File: src/lp_pkg.sv
/*
 * loop controller package: register map, fields, resets, enums.
 * assumes a 32-bit apb master and one clock for all logic.
 */
package lp_pkg;

    // ------------------------------------------------------------
    // sizes
    // ------------------------------------------------------------
    localparam int LP_NUM_DS1   = 8;
    localparam int LP_NUM_STS1  = 2;
    localparam int LP_NUM_DS3   = 2;
    localparam int LP_NUM_TRIB  = 28;
    localparam int LP_AW        = 8;

    // ------------------------------------------------------------
    // register byte offsets
    // ------------------------------------------------------------
    localparam logic [LP_AW-1:0] LP_CMD_OFS     = 8'h00;
    localparam logic [LP_AW-1:0] LP_STATUS_OFS  = 8'h04;
    localparam logic [LP_AW-1:0] LP_DS1_OFS     = 8'h08;
    localparam logic [LP_AW-1:0] LP_SONET_OFS   = 8'h0C;
    localparam logic [LP_AW-1:0] LP_VT0_OFS     = 8'h10;
    localparam logic [LP_AW-1:0] LP_VT1_OFS     = 8'h14;

    // ------------------------------------------------------------
    // command word fields
    // ------------------------------------------------------------
    localparam int LP_CMD_CLASS_LSB = 0;
    localparam int LP_CMD_LOOP_LSB  = 2;
    localparam int LP_CMD_FAR_BIT   = 5;
    localparam int LP_CMD_CARD_LSB  = 6;
    localparam int LP_CMD_TRIB_LSB  = 9;
    localparam int LP_CMD_FIRST_LSB = 16;
    localparam int LP_CMD_LAST_LSB  = 20;
    localparam int LP_CMD_GO_BIT    = 31;

    // status bits
    localparam int LP_ST_BUSY_BIT   = 0;
    localparam int LP_ST_DONE_BIT   = 1;
    localparam int LP_ST_REJ_BIT    = 2;
    localparam int LP_ST_CONF_BIT   = 3;

    // sonet / ds3 readback fields
    localparam int LP_SN_DS3_LSB    = 6;
    localparam int LP_SN_EFF_LSB    = 12;
    localparam int LP_SN_FEAC_LSB   = 14;
    localparam int LP_SN_TRIB_LSB   = 16;
    localparam int LP_SN_FAR_LSB    = 26;

    localparam logic [31:0] LP_CMD_RST  = 32'h0000_0000;
    localparam logic [3:0]  LP_STAT_RST = 4'h0;

    // ------------------------------------------------------------
    // types
    // ------------------------------------------------------------
    typedef enum logic [1:0] {
        CLS_DS1, CLS_DS3, CLS_STS1, CLS_VT
    } lp_class_e;

    typedef enum logic [2:0] {
        LOOP_NONE,
        LOOP_FACILITY_LINE,
        LOOP_SWITCH_TERMINAL,
        LOOP_INTERNAL_SWITCHWARD,
        LOOP_TRIBUTARY
    } lp_loop_e;

    typedef enum logic [2:0] {
        CARD_DS1_INTERFACE,
        CARD_MUX_ONE,
        CARD_DS3_INTERFACE,
        CARD_SONET_ONE,
        CARD_STS1_INTERFACE
    } lp_card_e;

    // line symbol plus violation mark
    typedef struct packed {
        logic data;
        logic viol;
    } lp_sym_s;

endpackage

File: src/lp_loop_ctrl.sv
/*
 * loop controller: apb registers, loop tables, port loop paths.
 * assumes apb on pclk; facility pins, far requests asynchronous.
 */
// Local design decisions: the APB slave port and the placing of the registers.
//
// Behaviour
// each vt1.5 loops alone to its own sts-1
// sts-1 line loop keeps violations and timing
// vt and sts-1 line loops alter no bit
// ds1 loop: one port or a port range
// ds1 line loop returns input to facility
// terminal loop via switch; ds1 on listed cards only
// internal loop returns output to switch
// tributary loop on ds3 card, near or far end
// ds3 line loop in card, keeps overhead, violations
// ds3 line loop keeps timing
// ds3 line loop by command or far-end request
// sts-1 loop: port or range, line or terminal
// sts-1 terminal loop only at the near end
// vt1.5 loop: terminal only, one tributary
// one loop per port; bad loop/card pairs rejected
module lp_loop_ctrl
    import lp_pkg::*;
(
    // apb
    input  wire logic                   pclk,
    input  wire logic                   presetn,
    input  wire logic                   psel,
    input  wire logic                   penable,
    input  wire logic                   pwrite,
    input  wire logic [LP_AW-1:0]       paddr,
    input  wire logic [31:0]            pwdata,
    output logic [31:0]                 prdata,
    output logic                        pready,
    output logic                        pslverr,
    // ds1 ports
    input  wire lp_sym_s                ds1_fac_rx [LP_NUM_DS1],
    output lp_sym_s                     ds1_fac_tx [LP_NUM_DS1],
    input  wire lp_sym_s                ds1_sw_rx  [LP_NUM_DS1],
    output lp_sym_s                     ds1_sw_tx  [LP_NUM_DS1],
    // sts-1 ports
    input  wire lp_sym_s                sts1_fac_rx [LP_NUM_STS1],
    output lp_sym_s                     sts1_fac_tx [LP_NUM_STS1],
    input  wire lp_sym_s                sts1_sw_rx  [LP_NUM_STS1],
    output lp_sym_s                     sts1_sw_tx  [LP_NUM_STS1],
    // ds3 ports
    input  wire lp_sym_s                ds3_fac_rx [LP_NUM_DS3],
    output lp_sym_s                     ds3_fac_tx [LP_NUM_DS3],
    input  wire lp_sym_s                ds3_sw_rx  [LP_NUM_DS3],
    output lp_sym_s                     ds3_sw_tx  [LP_NUM_DS3],
    input  wire logic [LP_NUM_DS3-1:0]  ds3_far_loop_req,
    // to switch matrix and ds3 demux
    output logic [LP_NUM_TRIB-1:0]      vt_loop_mask [LP_NUM_STS1],
    output logic [LP_NUM_DS3-1:0]       tributary_loop_en,
    output logic [LP_NUM_DS3-1:0]       tributary_loop_far,
    output logic [4:0]                  tributary_loop_sel [LP_NUM_DS3]
);

    typedef enum logic {ST_IDLE, ST_APPLY} lp_state_e;

    lp_state_e              state_r;
    logic [31:0]            cmd_r;
    logic [3:0]             stat_r;
    logic [3:0]             idx_r;
    lp_loop_e               ds1_mode_r  [LP_NUM_DS1];
    lp_loop_e               sts1_mode_r [LP_NUM_STS1];
    lp_loop_e               ds3_mode_r  [LP_NUM_DS3];
    lp_loop_e               ds3_eff     [LP_NUM_DS3];
    logic [4:0]             ds3_trib_r  [LP_NUM_DS3];
    logic [LP_NUM_DS3-1:0]  ds3_far_r;
    logic [LP_NUM_DS3-1:0]  feac_m_r;
    logic [LP_NUM_DS3-1:0]  feac_s_r;
    logic [LP_NUM_TRIB-1:0] vt_mask_r [LP_NUM_STS1];

    logic                   wr_acc;
    logic                   go_req;
    logic                   cmd_ok;
    logic                   conflict;
    logic                   step;
    logic [31:0]            rd_nxt;
    logic                   err_nxt;
    lp_class_e              c_cls;
    lp_loop_e               c_loop;
    lp_card_e               c_card;
    logic                   c_far;
    logic [4:0]             c_trib;
    logic [3:0]             c_first;
    logic [3:0]             c_last;
    logic [4:0]             trib_idx;

    // ------------------------------------------------------------
    // decode: new word at go, else the held one
    // ------------------------------------------------------------
    logic [31:0] cw;
    assign cw       = (state_r == ST_IDLE) ? pwdata : cmd_r;
    assign c_cls    = lp_class_e'(cw[LP_CMD_CLASS_LSB +: 2]);
    assign c_loop   = lp_loop_e'(cw[LP_CMD_LOOP_LSB +: 3]);
    assign c_card   = lp_card_e'(cw[LP_CMD_CARD_LSB +: 3]);
    assign c_far    = cw[LP_CMD_FAR_BIT];
    assign c_trib   = cw[LP_CMD_TRIB_LSB +: 5];
    assign c_first  = cw[LP_CMD_FIRST_LSB +: 4];
    assign c_last   = cw[LP_CMD_LAST_LSB +: 4];
    assign trib_idx = c_trib - 5'h01;

    assign wr_acc = psel && penable && pwrite;
    assign go_req = wr_acc && (paddr == LP_CMD_OFS) &&
                    pwdata[LP_CMD_GO_BIT] && (state_r == ST_IDLE);

    // ------------------------------------------------------------
    // legality of loop type against class and card
    // ------------------------------------------------------------
    always_comb
    begin
        logic range_ok;
        logic one_port;
        logic trib_ok;
        range_ok = 1'b0;
        one_port = (c_first == c_last);
        trib_ok  = (c_trib != 5'h00) && (c_trib <= 5'(LP_NUM_TRIB));
        cmd_ok   = 1'b0;
        unique case (c_cls)
            CLS_DS1:  range_ok = (c_first <= c_last) &&
                                 (c_last < 4'(LP_NUM_DS1));
            CLS_STS1: range_ok = (c_first <= c_last) &&
                                 (c_last < 4'(LP_NUM_STS1));
            default:  range_ok = one_port &&
                                 (c_last < 4'(LP_NUM_DS3));
        endcase
        unique case (c_cls)
            CLS_DS1:
                case (c_loop)
                    LOOP_NONE, LOOP_FACILITY_LINE,
                    LOOP_INTERNAL_SWITCHWARD: cmd_ok = 1'b1;
                    LOOP_SWITCH_TERMINAL:
                        cmd_ok = c_card inside {CARD_DS1_INTERFACE,
                                 CARD_MUX_ONE, CARD_DS3_INTERFACE,
                                 CARD_SONET_ONE};
                    default: cmd_ok = 1'b0;
                endcase
            CLS_DS3:
                case (c_loop)
                    LOOP_NONE:          cmd_ok = 1'b1;
                    LOOP_FACILITY_LINE:
                        cmd_ok = (c_card == CARD_DS3_INTERFACE);
                    LOOP_TRIBUTARY:
                        cmd_ok = (c_card == CARD_DS3_INTERFACE) &&
                                 trib_ok;
                    default:            cmd_ok = 1'b0;
                endcase
            CLS_STS1:
                case (c_loop)
                    LOOP_NONE, LOOP_FACILITY_LINE: cmd_ok = 1'b1;
                    LOOP_SWITCH_TERMINAL:
                        cmd_ok = (c_card == CARD_STS1_INTERFACE) &&
                                 !c_far;
                    default: cmd_ok = 1'b0;
                endcase
            CLS_VT:
                cmd_ok = ((c_loop == LOOP_NONE) ||
                          (c_loop == LOOP_SWITCH_TERMINAL)) &&
                         (c_card == CARD_STS1_INTERFACE) && trib_ok &&
                         (c_last < 4'(LP_NUM_STS1));
        endcase
        cmd_ok = cmd_ok && range_ok;
    end

    // ------------------------------------------------------------
    // one loop per entry
    // ------------------------------------------------------------
    always_comb
    begin
        lp_loop_e cur;
        cur = LOOP_NONE;
        unique case (c_cls)
            CLS_DS1:  cur = ds1_mode_r[idx_r[2:0]];
            CLS_STS1: cur = sts1_mode_r[idx_r[0]];
            CLS_DS3:  cur = ds3_mode_r[idx_r[0]];
            CLS_VT:   cur = vt_mask_r[idx_r[0]][trib_idx] ?
                            LOOP_SWITCH_TERMINAL : LOOP_NONE;
        endcase
        conflict = (c_loop != LOOP_NONE) && (cur != LOOP_NONE) &&
                   (cur != c_loop);
        if (c_cls == CLS_DS3 && cur == LOOP_TRIBUTARY &&
            c_loop == LOOP_TRIBUTARY &&
            ds3_trib_r[idx_r[0]] != c_trib)
            conflict = 1'b1;
    end

    assign step = (state_r == ST_APPLY) && !conflict;

    // ------------------------------------------------------------
    // sequencer, one port per cycle
    // ------------------------------------------------------------
    always_ff @(posedge pclk or negedge presetn)
    begin
        if (!presetn)
        begin
            state_r <= ST_IDLE;
            cmd_r   <= LP_CMD_RST;
            idx_r   <= 4'h0;
            stat_r  <= LP_STAT_RST;
        end
        else
        begin
            unique case (state_r)
                ST_IDLE:
                    if (go_req)
                    begin
                        cmd_r <= pwdata;
                        idx_r <= c_first;
                        stat_r <= cmd_ok ? 4'h1 : 4'h4;
                        if (cmd_ok)
                            state_r <= ST_APPLY;
                    end
                ST_APPLY:
                begin
                    if (conflict)
                        stat_r[LP_ST_CONF_BIT] <= 1'b1;
                    if (idx_r == c_last)
                    begin
                        state_r <= ST_IDLE;
                        stat_r[LP_ST_BUSY_BIT] <= 1'b0;
                        stat_r[LP_ST_DONE_BIT] <= 1'b1;
                    end
                    else
                        idx_r <= idx_r + 4'h1;
                end
            endcase
        end
    end

    // ------------------------------------------------------------
    // loop tables, one per port family
    // ------------------------------------------------------------
    always_ff @(posedge pclk or negedge presetn)
    begin
        if (!presetn)
            ds1_mode_r <= '{default: LOOP_NONE};
        else if (step && c_cls == CLS_DS1)
            ds1_mode_r[idx_r[2:0]] <= c_loop;
    end

    always_ff @(posedge pclk or negedge presetn)
    begin
        if (!presetn)
            sts1_mode_r <= '{default: LOOP_NONE};
        else if (step && c_cls == CLS_STS1)
            sts1_mode_r[idx_r[0]] <= c_loop;
    end

    always_ff @(posedge pclk or negedge presetn)
    begin
        if (!presetn)
        begin
            ds3_mode_r <= '{default: LOOP_NONE};
            ds3_trib_r <= '{default: 5'h00};
            ds3_far_r  <= '0;
        end
        else if (step && c_cls == CLS_DS3)
        begin
            ds3_mode_r[idx_r[0]] <= c_loop;
            ds3_trib_r[idx_r[0]] <= c_trib;
            ds3_far_r[idx_r[0]]  <= c_far;
        end
    end

    always_ff @(posedge pclk or negedge presetn)
    begin
        if (!presetn)
            vt_mask_r <= '{default: '0};
        else if (step && c_cls == CLS_VT)
            vt_mask_r[idx_r[0]][trib_idx] <=
                (c_loop == LOOP_SWITCH_TERMINAL);             // see R1
    end

    // far-end embedded loop request, synchronised
    always_ff @(posedge pclk or negedge presetn)
    begin
        if (!presetn)
        begin
            feac_m_r <= '0;
            feac_s_r <= '0;
        end
        else
        begin
            feac_m_r <= ds3_far_loop_req;
            feac_s_r <= feac_m_r;
        end
    end

    // ------------------------------------------------------------
    // port paths; ds3 line loop never enters the switch
    // ------------------------------------------------------------
    genvar g;
    generate
        for (g = 0; g < LP_NUM_DS1; g++)
        begin : g_ds1
            lp_port_loop u_port (
                .pclk    (pclk),
                .presetn (presetn),
                .mode    (ds1_mode_r[g]),
                .fac_rx  (ds1_fac_rx[g]),
                .fac_tx  (ds1_fac_tx[g]),
                .sw_rx   (ds1_sw_rx[g]),
                .sw_tx   (ds1_sw_tx[g])
            );
        end
        for (g = 0; g < LP_NUM_STS1; g++)
        begin : g_sts1
            lp_port_loop u_port (
                .pclk    (pclk),
                .presetn (presetn),
                .mode    (sts1_mode_r[g]),
                .fac_rx  (sts1_fac_rx[g]),
                .fac_tx  (sts1_fac_tx[g]),
                .sw_rx   (sts1_sw_rx[g]),
                .sw_tx   (sts1_sw_tx[g])
            );
        end
        for (g = 0; g < LP_NUM_DS3; g++)
        begin : g_ds3
            // command or far-end request; a held tributary loop wins
            assign ds3_eff[g] = ((ds3_mode_r[g] == LOOP_FACILITY_LINE) ||
                                 (feac_s_r[g] &&
                                  ds3_mode_r[g] == LOOP_NONE)) ?
                                LOOP_FACILITY_LINE : LOOP_NONE;
            lp_port_loop u_port (
                .pclk    (pclk),
                .presetn (presetn),
                .mode    (ds3_eff[g]),
                .fac_rx  (ds3_fac_rx[g]),
                .fac_tx  (ds3_fac_tx[g]),
                .sw_rx   (ds3_sw_rx[g]),
                .sw_tx   (ds3_sw_tx[g])
            );
            assign tributary_loop_en[g]  = ds3_mode_r[g] == LOOP_TRIBUTARY;
            assign tributary_loop_far[g] = ds3_far_r[g];
            assign tributary_loop_sel[g] = ds3_trib_r[g];
        end
        for (g = 0; g < LP_NUM_STS1; g++)
        begin : g_vt
            assign vt_loop_mask[g] = vt_mask_r[g];
        end
    endgenerate

    // ------------------------------------------------------------
    // apb read mux, captured in the setup cycle
    // ------------------------------------------------------------
    always_comb
    begin
        rd_nxt  = 32'h0000_0000;
        err_nxt = 1'b0;
        case (paddr)
            LP_CMD_OFS:
            begin
                rd_nxt  = cmd_r;
                err_nxt = pwrite && (state_r != ST_IDLE);
            end
            LP_STATUS_OFS: rd_nxt = {28'h000_0000, stat_r};
            LP_DS1_OFS:
                for (int i = 0; i < LP_NUM_DS1; i++)
                    rd_nxt[3*i +: 3] = ds1_mode_r[i];
            LP_SONET_OFS:
            begin
                for (int i = 0; i < LP_NUM_STS1; i++)
                    rd_nxt[3*i +: 3] = sts1_mode_r[i];
                for (int i = 0; i < LP_NUM_DS3; i++)
                begin
                    rd_nxt[LP_SN_DS3_LSB + 3*i +: 3] = ds3_mode_r[i];
                    rd_nxt[LP_SN_EFF_LSB + i] =
                        ds3_eff[i] == LOOP_FACILITY_LINE;
                    rd_nxt[LP_SN_FEAC_LSB + i] = feac_s_r[i];
                    rd_nxt[LP_SN_TRIB_LSB + 5*i +: 5] = ds3_trib_r[i];
                    rd_nxt[LP_SN_FAR_LSB + i] = ds3_far_r[i];
                end
            end
            LP_VT0_OFS: rd_nxt = {4'h0, vt_mask_r[0]};
            LP_VT1_OFS: rd_nxt = {4'h0, vt_mask_r[1]};
            default:    err_nxt = 1'b1;
        endcase
    end

    always_ff @(posedge pclk or negedge presetn)
    begin
        if (!presetn)
        begin
            prdata  <= 32'h0000_0000;
            pslverr <= 1'b0;
        end
        else if (psel && !penable)
        begin
            prdata  <= pwrite ? 32'h0000_0000 : rd_nxt;
            pslverr <= err_nxt;
        end
    end

    // no wait states
    assign pready = 1'b1;

endmodule // lp_loop_ctrl

File: src/lp_port_loop.sv
/*
 * loop switch of one port between facility and switch sides.
 * assumes facility input asynchronous, switch input on pclk.
 */
module lp_port_loop
    import lp_pkg::*;
(
    // clock and reset
    input  wire logic     pclk,
    input  wire logic     presetn,
    // selection
    input  wire lp_loop_e mode,
    // facility side
    input  wire lp_sym_s  fac_rx,
    output lp_sym_s       fac_tx,
    // switch side
    input  wire lp_sym_s  sw_rx,
    output lp_sym_s       sw_tx
);

    lp_sym_s fac_m_r;
    lp_sym_s fac_s_r;
    lp_sym_s turn_r;

    // ------------------------------------------------------------
    // pin synchroniser
    // ------------------------------------------------------------
    always_ff @(posedge pclk or negedge presetn)
    begin
        if (!presetn)
        begin
            fac_m_r <= '0;
            fac_s_r <= '0;
        end
        else
        begin
            fac_m_r <= fac_rx;
            fac_s_r <= fac_m_r;
        end
    end

    // one stage stands for the matrix pass
    always_ff @(posedge pclk or negedge presetn)
    begin
        if (!presetn)
            turn_r <= '0;
        else
            turn_r <= fac_s_r;
    end

    // ------------------------------------------------------------
    // path select; whole symbol moves so violations survive
    // ------------------------------------------------------------
    always_ff @(posedge pclk or negedge presetn)
    begin
        if (!presetn)
        begin
            fac_tx <= '0;
            sw_tx  <= '0;
        end
        else
        begin
            unique case (mode)
                LOOP_FACILITY_LINE:
                begin
                    fac_tx <= fac_s_r;   // see R2 see R5 see R9
                    sw_tx  <= fac_s_r;
                end
                LOOP_SWITCH_TERMINAL:
                begin
                    fac_tx <= turn_r;    // see R6
                    sw_tx  <= fac_s_r;
                end
                LOOP_INTERNAL_SWITCHWARD:
                begin
                    fac_tx <= sw_rx;
                    sw_tx  <= sw_rx;
                end
                default:
                begin
                    fac_tx <= sw_rx;
                    sw_tx  <= fac_s_r;
                end
            endcase
        end
    end

endmodule // lp_port_loop

File: config.mk
export PLATFORM = sky130hd
export DESIGN_NAME = lp_loop_ctrl
export DESIGN_NICKNAME = d
export VERILOG_FILES = /design/src/lp_pkg.sv /design/src/lp_loop_ctrl.sv /design/src/lp_port_loop.sv
export SDC_FILE = /design/constraint.sdc
export NUM_CORES = 1
export LEC_CHECK = 0
export BUFFER_PORTS_ARGS = -buffer_cell sky130_fd_sc_hd__buf_2
export CORE_MARGIN = 5
export CORE_UTILIZATION = 50
export DETAILED_ROUTE_END_ITERATION = 16
export PLACE_DENSITY = 0.8
export SKIP_LAST_GASP = 1
export SYNTH_ARGS = -nofsm -noshare
export SYNTH_HDL_FRONTEND = slang
export SYNTH_HIERARCHICAL = 1
export SYNTH_SLANG_ARGS = --single-unit
File: constraint.sdc
create_clock -name pclk -period 5 [get_ports pclk]
set_clock_uncertainty 0.15 [all_clocks]
set_input_delay 0.5 -clock pclk [delete_from_list [all_inputs] [get_ports pclk]]
set_output_delay 0.5 -clock pclk [all_outputs]
set_load 0.05 [all_outputs]
==> results list <==
- Counting flops and latches in the post-synthesis netlist gives just over 300.
* Leakage power: between 8 and 9 nW
- The floorplan step set the die height to between 150 and 200 um.
* Cts bufs inserted: 35
- Based on the critical path, the design can be clocked at up to approximately 220 MHz.
- Count of routing violations after the opening detailed-route iteration: between 1000 and 1500
- Number of rows created at floorplan: 63
- Drc violations: 0
- The share of synthesized area in the top cell type comes to 0.506.
- Once the clock tree was built, the setup fixing pass inserted 0 buffers.
- The first global-routing pass estimated 69700 um of wire.
- In the synthesized netlist the async set-or-reset flop fraction comes to 1.00.
* Post-synthesis mux area share: 0.184
- For the worst flop-to-flop path, the logic depth is 13.
- Leading post-synthesis cells by instance count: 302 x dfrtp_1, 194 x nand2_1, 129 x mux2_2, 73 x a21oi_1, 70 x nor2_1
* Quantity of gates resized following cts: 0
- Number of vias per cell: 5.98
* Proportion of layout cells with a drive suffix above 1: 0.330
- The worst hold path was traced through 3 stages.
* Power density over the cells: about 320 nW/um2
- Core Area: just under 30000 um2
* Final core area utilization: 0.609
- In this design, the stage delay of the slowest critical-path cell is between 500 and 600 ps.
- Result of the run: complete, no violations
- Xor and xnor fraction of the mapped netlist area: 0.0134
- Summed over all failing endpoints, the final setup total negative slack is 0 ps.
* Overall die area: 33400 um2
- The fraction of the mapped netlist area in compound gates came to 0.108.
- Ys Warns: 6
* Class of the most critical hold timing path: primary input to flop
* I/O pin cnt: 247
- Data on the critical path is required at its endpoint by about 5200 ps.
- Worst-case hold slack: roughly 27 ps
- The final-report max-slew violation count came to 0.
- Global-route congestion overflow total: 0
- Number of nets at the end of the flow: about 1700
* Register area share after synthesis: 0.506
- For the pin with the worst max-slew slack, the measured transition is about 1200 ps.
- Relative to the synthesized area, the layout overhead comes to 20.6%.
* Basic-gate share of the synthesized area counting and, or, nand and nor cells: 0.150
* Synth unique cells: roughly 70
* Worst Setup Start Kind: flop
* Clock slew at the register clock pins of the worst setup and hold paths: ~60 ps
- In this run the cell area measured after placement is 16600 um2.
- Top cells by area, synth: dfrtp_1 51%, mux2_2 9.7%, nand2_1 4.9%
* Clock period minus final worst setup slack: 4470 ps
* Placer Congestion: between 0.9 and 1
* Arrival time of the worst setup path: 4710 ps
- Input and output buffers added on the ports amount to about 250.
- Final clock period utilization by the worst path: 0.894
- Total iterations of the first detailed-routing run: 8
- Die width: 183 um
- Number of antenna violations at the first check in global routing: 0
- Dividing the detail-routed wire length by the instance count gives 21.8 um.
* Clock tree from TritonCTS: yes
- Area of all placed cells without fillers: ~18000 um2
- Vias in the first global route: roughly 12000
- Traced cell by cell, the critical path runs through mux2i_1, ha_1, a21o_1, nand4_1, o21a_1, or3_1, a41oi_2, o21ai_1, o311a_2, buf_12, nor4bb_2, buf_4, mux2_2.
- Routed Antenna Nets: 0
* Pin count of the biggest net entering global routing: between 100 and 150
- The number of hold violations in the final report is 0.
- Setup repair after global routing left no endpoint under its margin.
* Total standard cell area after synthesis: 14900 um2
- The synthesized design contains 0 enable-type register cells.
- Most used DFF post-synth: dfrtp_1
- Wirelength, routed: around 44000 um
- Summed over all instances, the cell type with the most area after synthesis is dfrtp_1.
* Insertion delay of the later-clocked pin in the worst-skew pair: ~520 ps
- After synthesis, the largest family of logic cells by area is multiplexers.
- VDD sags by at most around 270 uV.
- Max-cap viol count: 0
- Most numerous cell in the Yosys netlist: dfrtp_1
* Total number of vias: 12100
- Across every metal layer, demand over resource in global routing totals 0.263.
- Detailed placement ended at an HPWL of just over 30000 um.
* # H-tree levels: 2
- Synthesized netlist cell count: 1338
- Buffers from clock root to sink, at most: 3
- Initial Util: 0.505
- Post-synthesis average cell area: 11.2 um2
* Crit path max-delay cell type: dfrtp_2
* Peak fanout along the critical path: 58
- In this run the tightest slew margin relative to its limit is 0.193.
- Clock tree sinks: between 300 and 400
- STA classifies the critical path endpoint as a flop.
- Number of setup violations in the final report: 0
- The critical path in this run is classified as flop to flop.
- Arithmetic-cell share of the synthesized area counting full adders, half adders and majority gates: 0.00838
- Clock tree root driver cell: clkbuf_16
==> through the flow <==
stage                     cells  setup slack [ps]  total power, mW
after global placement     1932               700             3.19
after floorplan            1357              1050             2.99
after CTS                  2019               567             5.82
after detailed placement   1932               588             3.21
after global routing       2019               308             5.97
final                      2020               532             5.77
==> layer usage <==
metal / track usage / up-vias / share of wire / routed length [um]
met1: 0.369 / 5984 / 0.41 / 18300
met3: 0.0502 / 113 / 0.080 / 3550
met5: 0 / - / 0 / 0
li1: - / 5391 / - / -
met4: 0.0901 / 0 / 0.036 / 1590
met2: 0.413 / 585 / 0.47 / 20700
==> layout by cell type, fill, tap and decap left out, drive strengths merged, types with 20 or more instances in the layout <==
cell type    instances
dfrtp              302
buf                266
nand2              194
mux2               150
nor2                83
a21oi               73
mux2i               71
nor4                59
o21ai               52
clkbuf              49
dlygate4sd3         27
o32a                25
o221a               24
o22ai               24
conb                21
nor3                21
nand2b              20
inv                 20
==> kinds of logic after synthesis <==
| group | count (synthesis) |
|---|---|
| mux | 235 |
| xor+xnor | 22 |
| fa+ha+maj | 10 |
| other cells | 2 |
| buf+inv | 101 |
| compound gates | 236 |
| flops | 302 |
| simple gates | 430 |
==> registers in the layout, indices dropped and copies added (netlist names), 16 cells and up <==
register,flops
ds1_mode_r,24
prdata,32
g_ds1.u_port/fac_s_r,16
g_ds1.u_port/sw_tx,16
vt_loop_mask,56
g_ds1.u_port/turn_r,16
g_ds1.u_port/fac_m_r,16
cmd_r,32
g_ds1.u_port/fac_tx,16
==> critical path: cells and delay by family (launching register included) <==
kind | cells | cell delay, ps
muxes | 2 | 890
AOI/OAI and AO/OA | 5 | 990
adders and majority gates | 1 | 540
and+or+nand+nor | 3 | 790
buffers and inverters | 2 | 410
DFF | 1 | 560
==> layout make-up <==
class,count,area (um2)
inverters,20,75.1
well taps,390,488
repair buffers,293,1690
multi-input cells,954,7020
diodes,1,2.50
clock buffers,49,1030
fillers,2379,11600
flip-flops and latches,302,7560
clock inverters,11,136
==> repair_timing <==
| action | in CTS | in global routing |
|---|---|---|
| setup endpoints to repair | 0 | 0 |
| endpoints found under the hold margin | 83 | 0 |
| hold buffers | 27 | 0 |
==> worst paths after layout <==
kind,from,end,slack (ps)
max in group asynchronous,presetn,feac_s_r[1],3000
worst max-delay path,state_r,tributary_loop_sel[6],530
worst min-delay path,pwdata[24],cmd_r[24],30
worst max register to register,state_r,tributary_loop_sel[6],530
worst min register to register,g_ds1[3].u_port/fac_m_r[1],g_ds1[3].u_port/fac_s_r[1],200
min in group asynchronous,presetn,prdata[29],510
==> power by group <==
group	internal [mW]	total (mW)	leakage [nW]	switching (mW)
logic	0.197	0.610	3.87	0.414
registers	2.52	2.58	3.88	0.0567
clock network	1.59	2.58	0.576	0.993
total	4.31	5.77	8.32	1.46
Note: power is estimated with default switching activity, not from simulation.
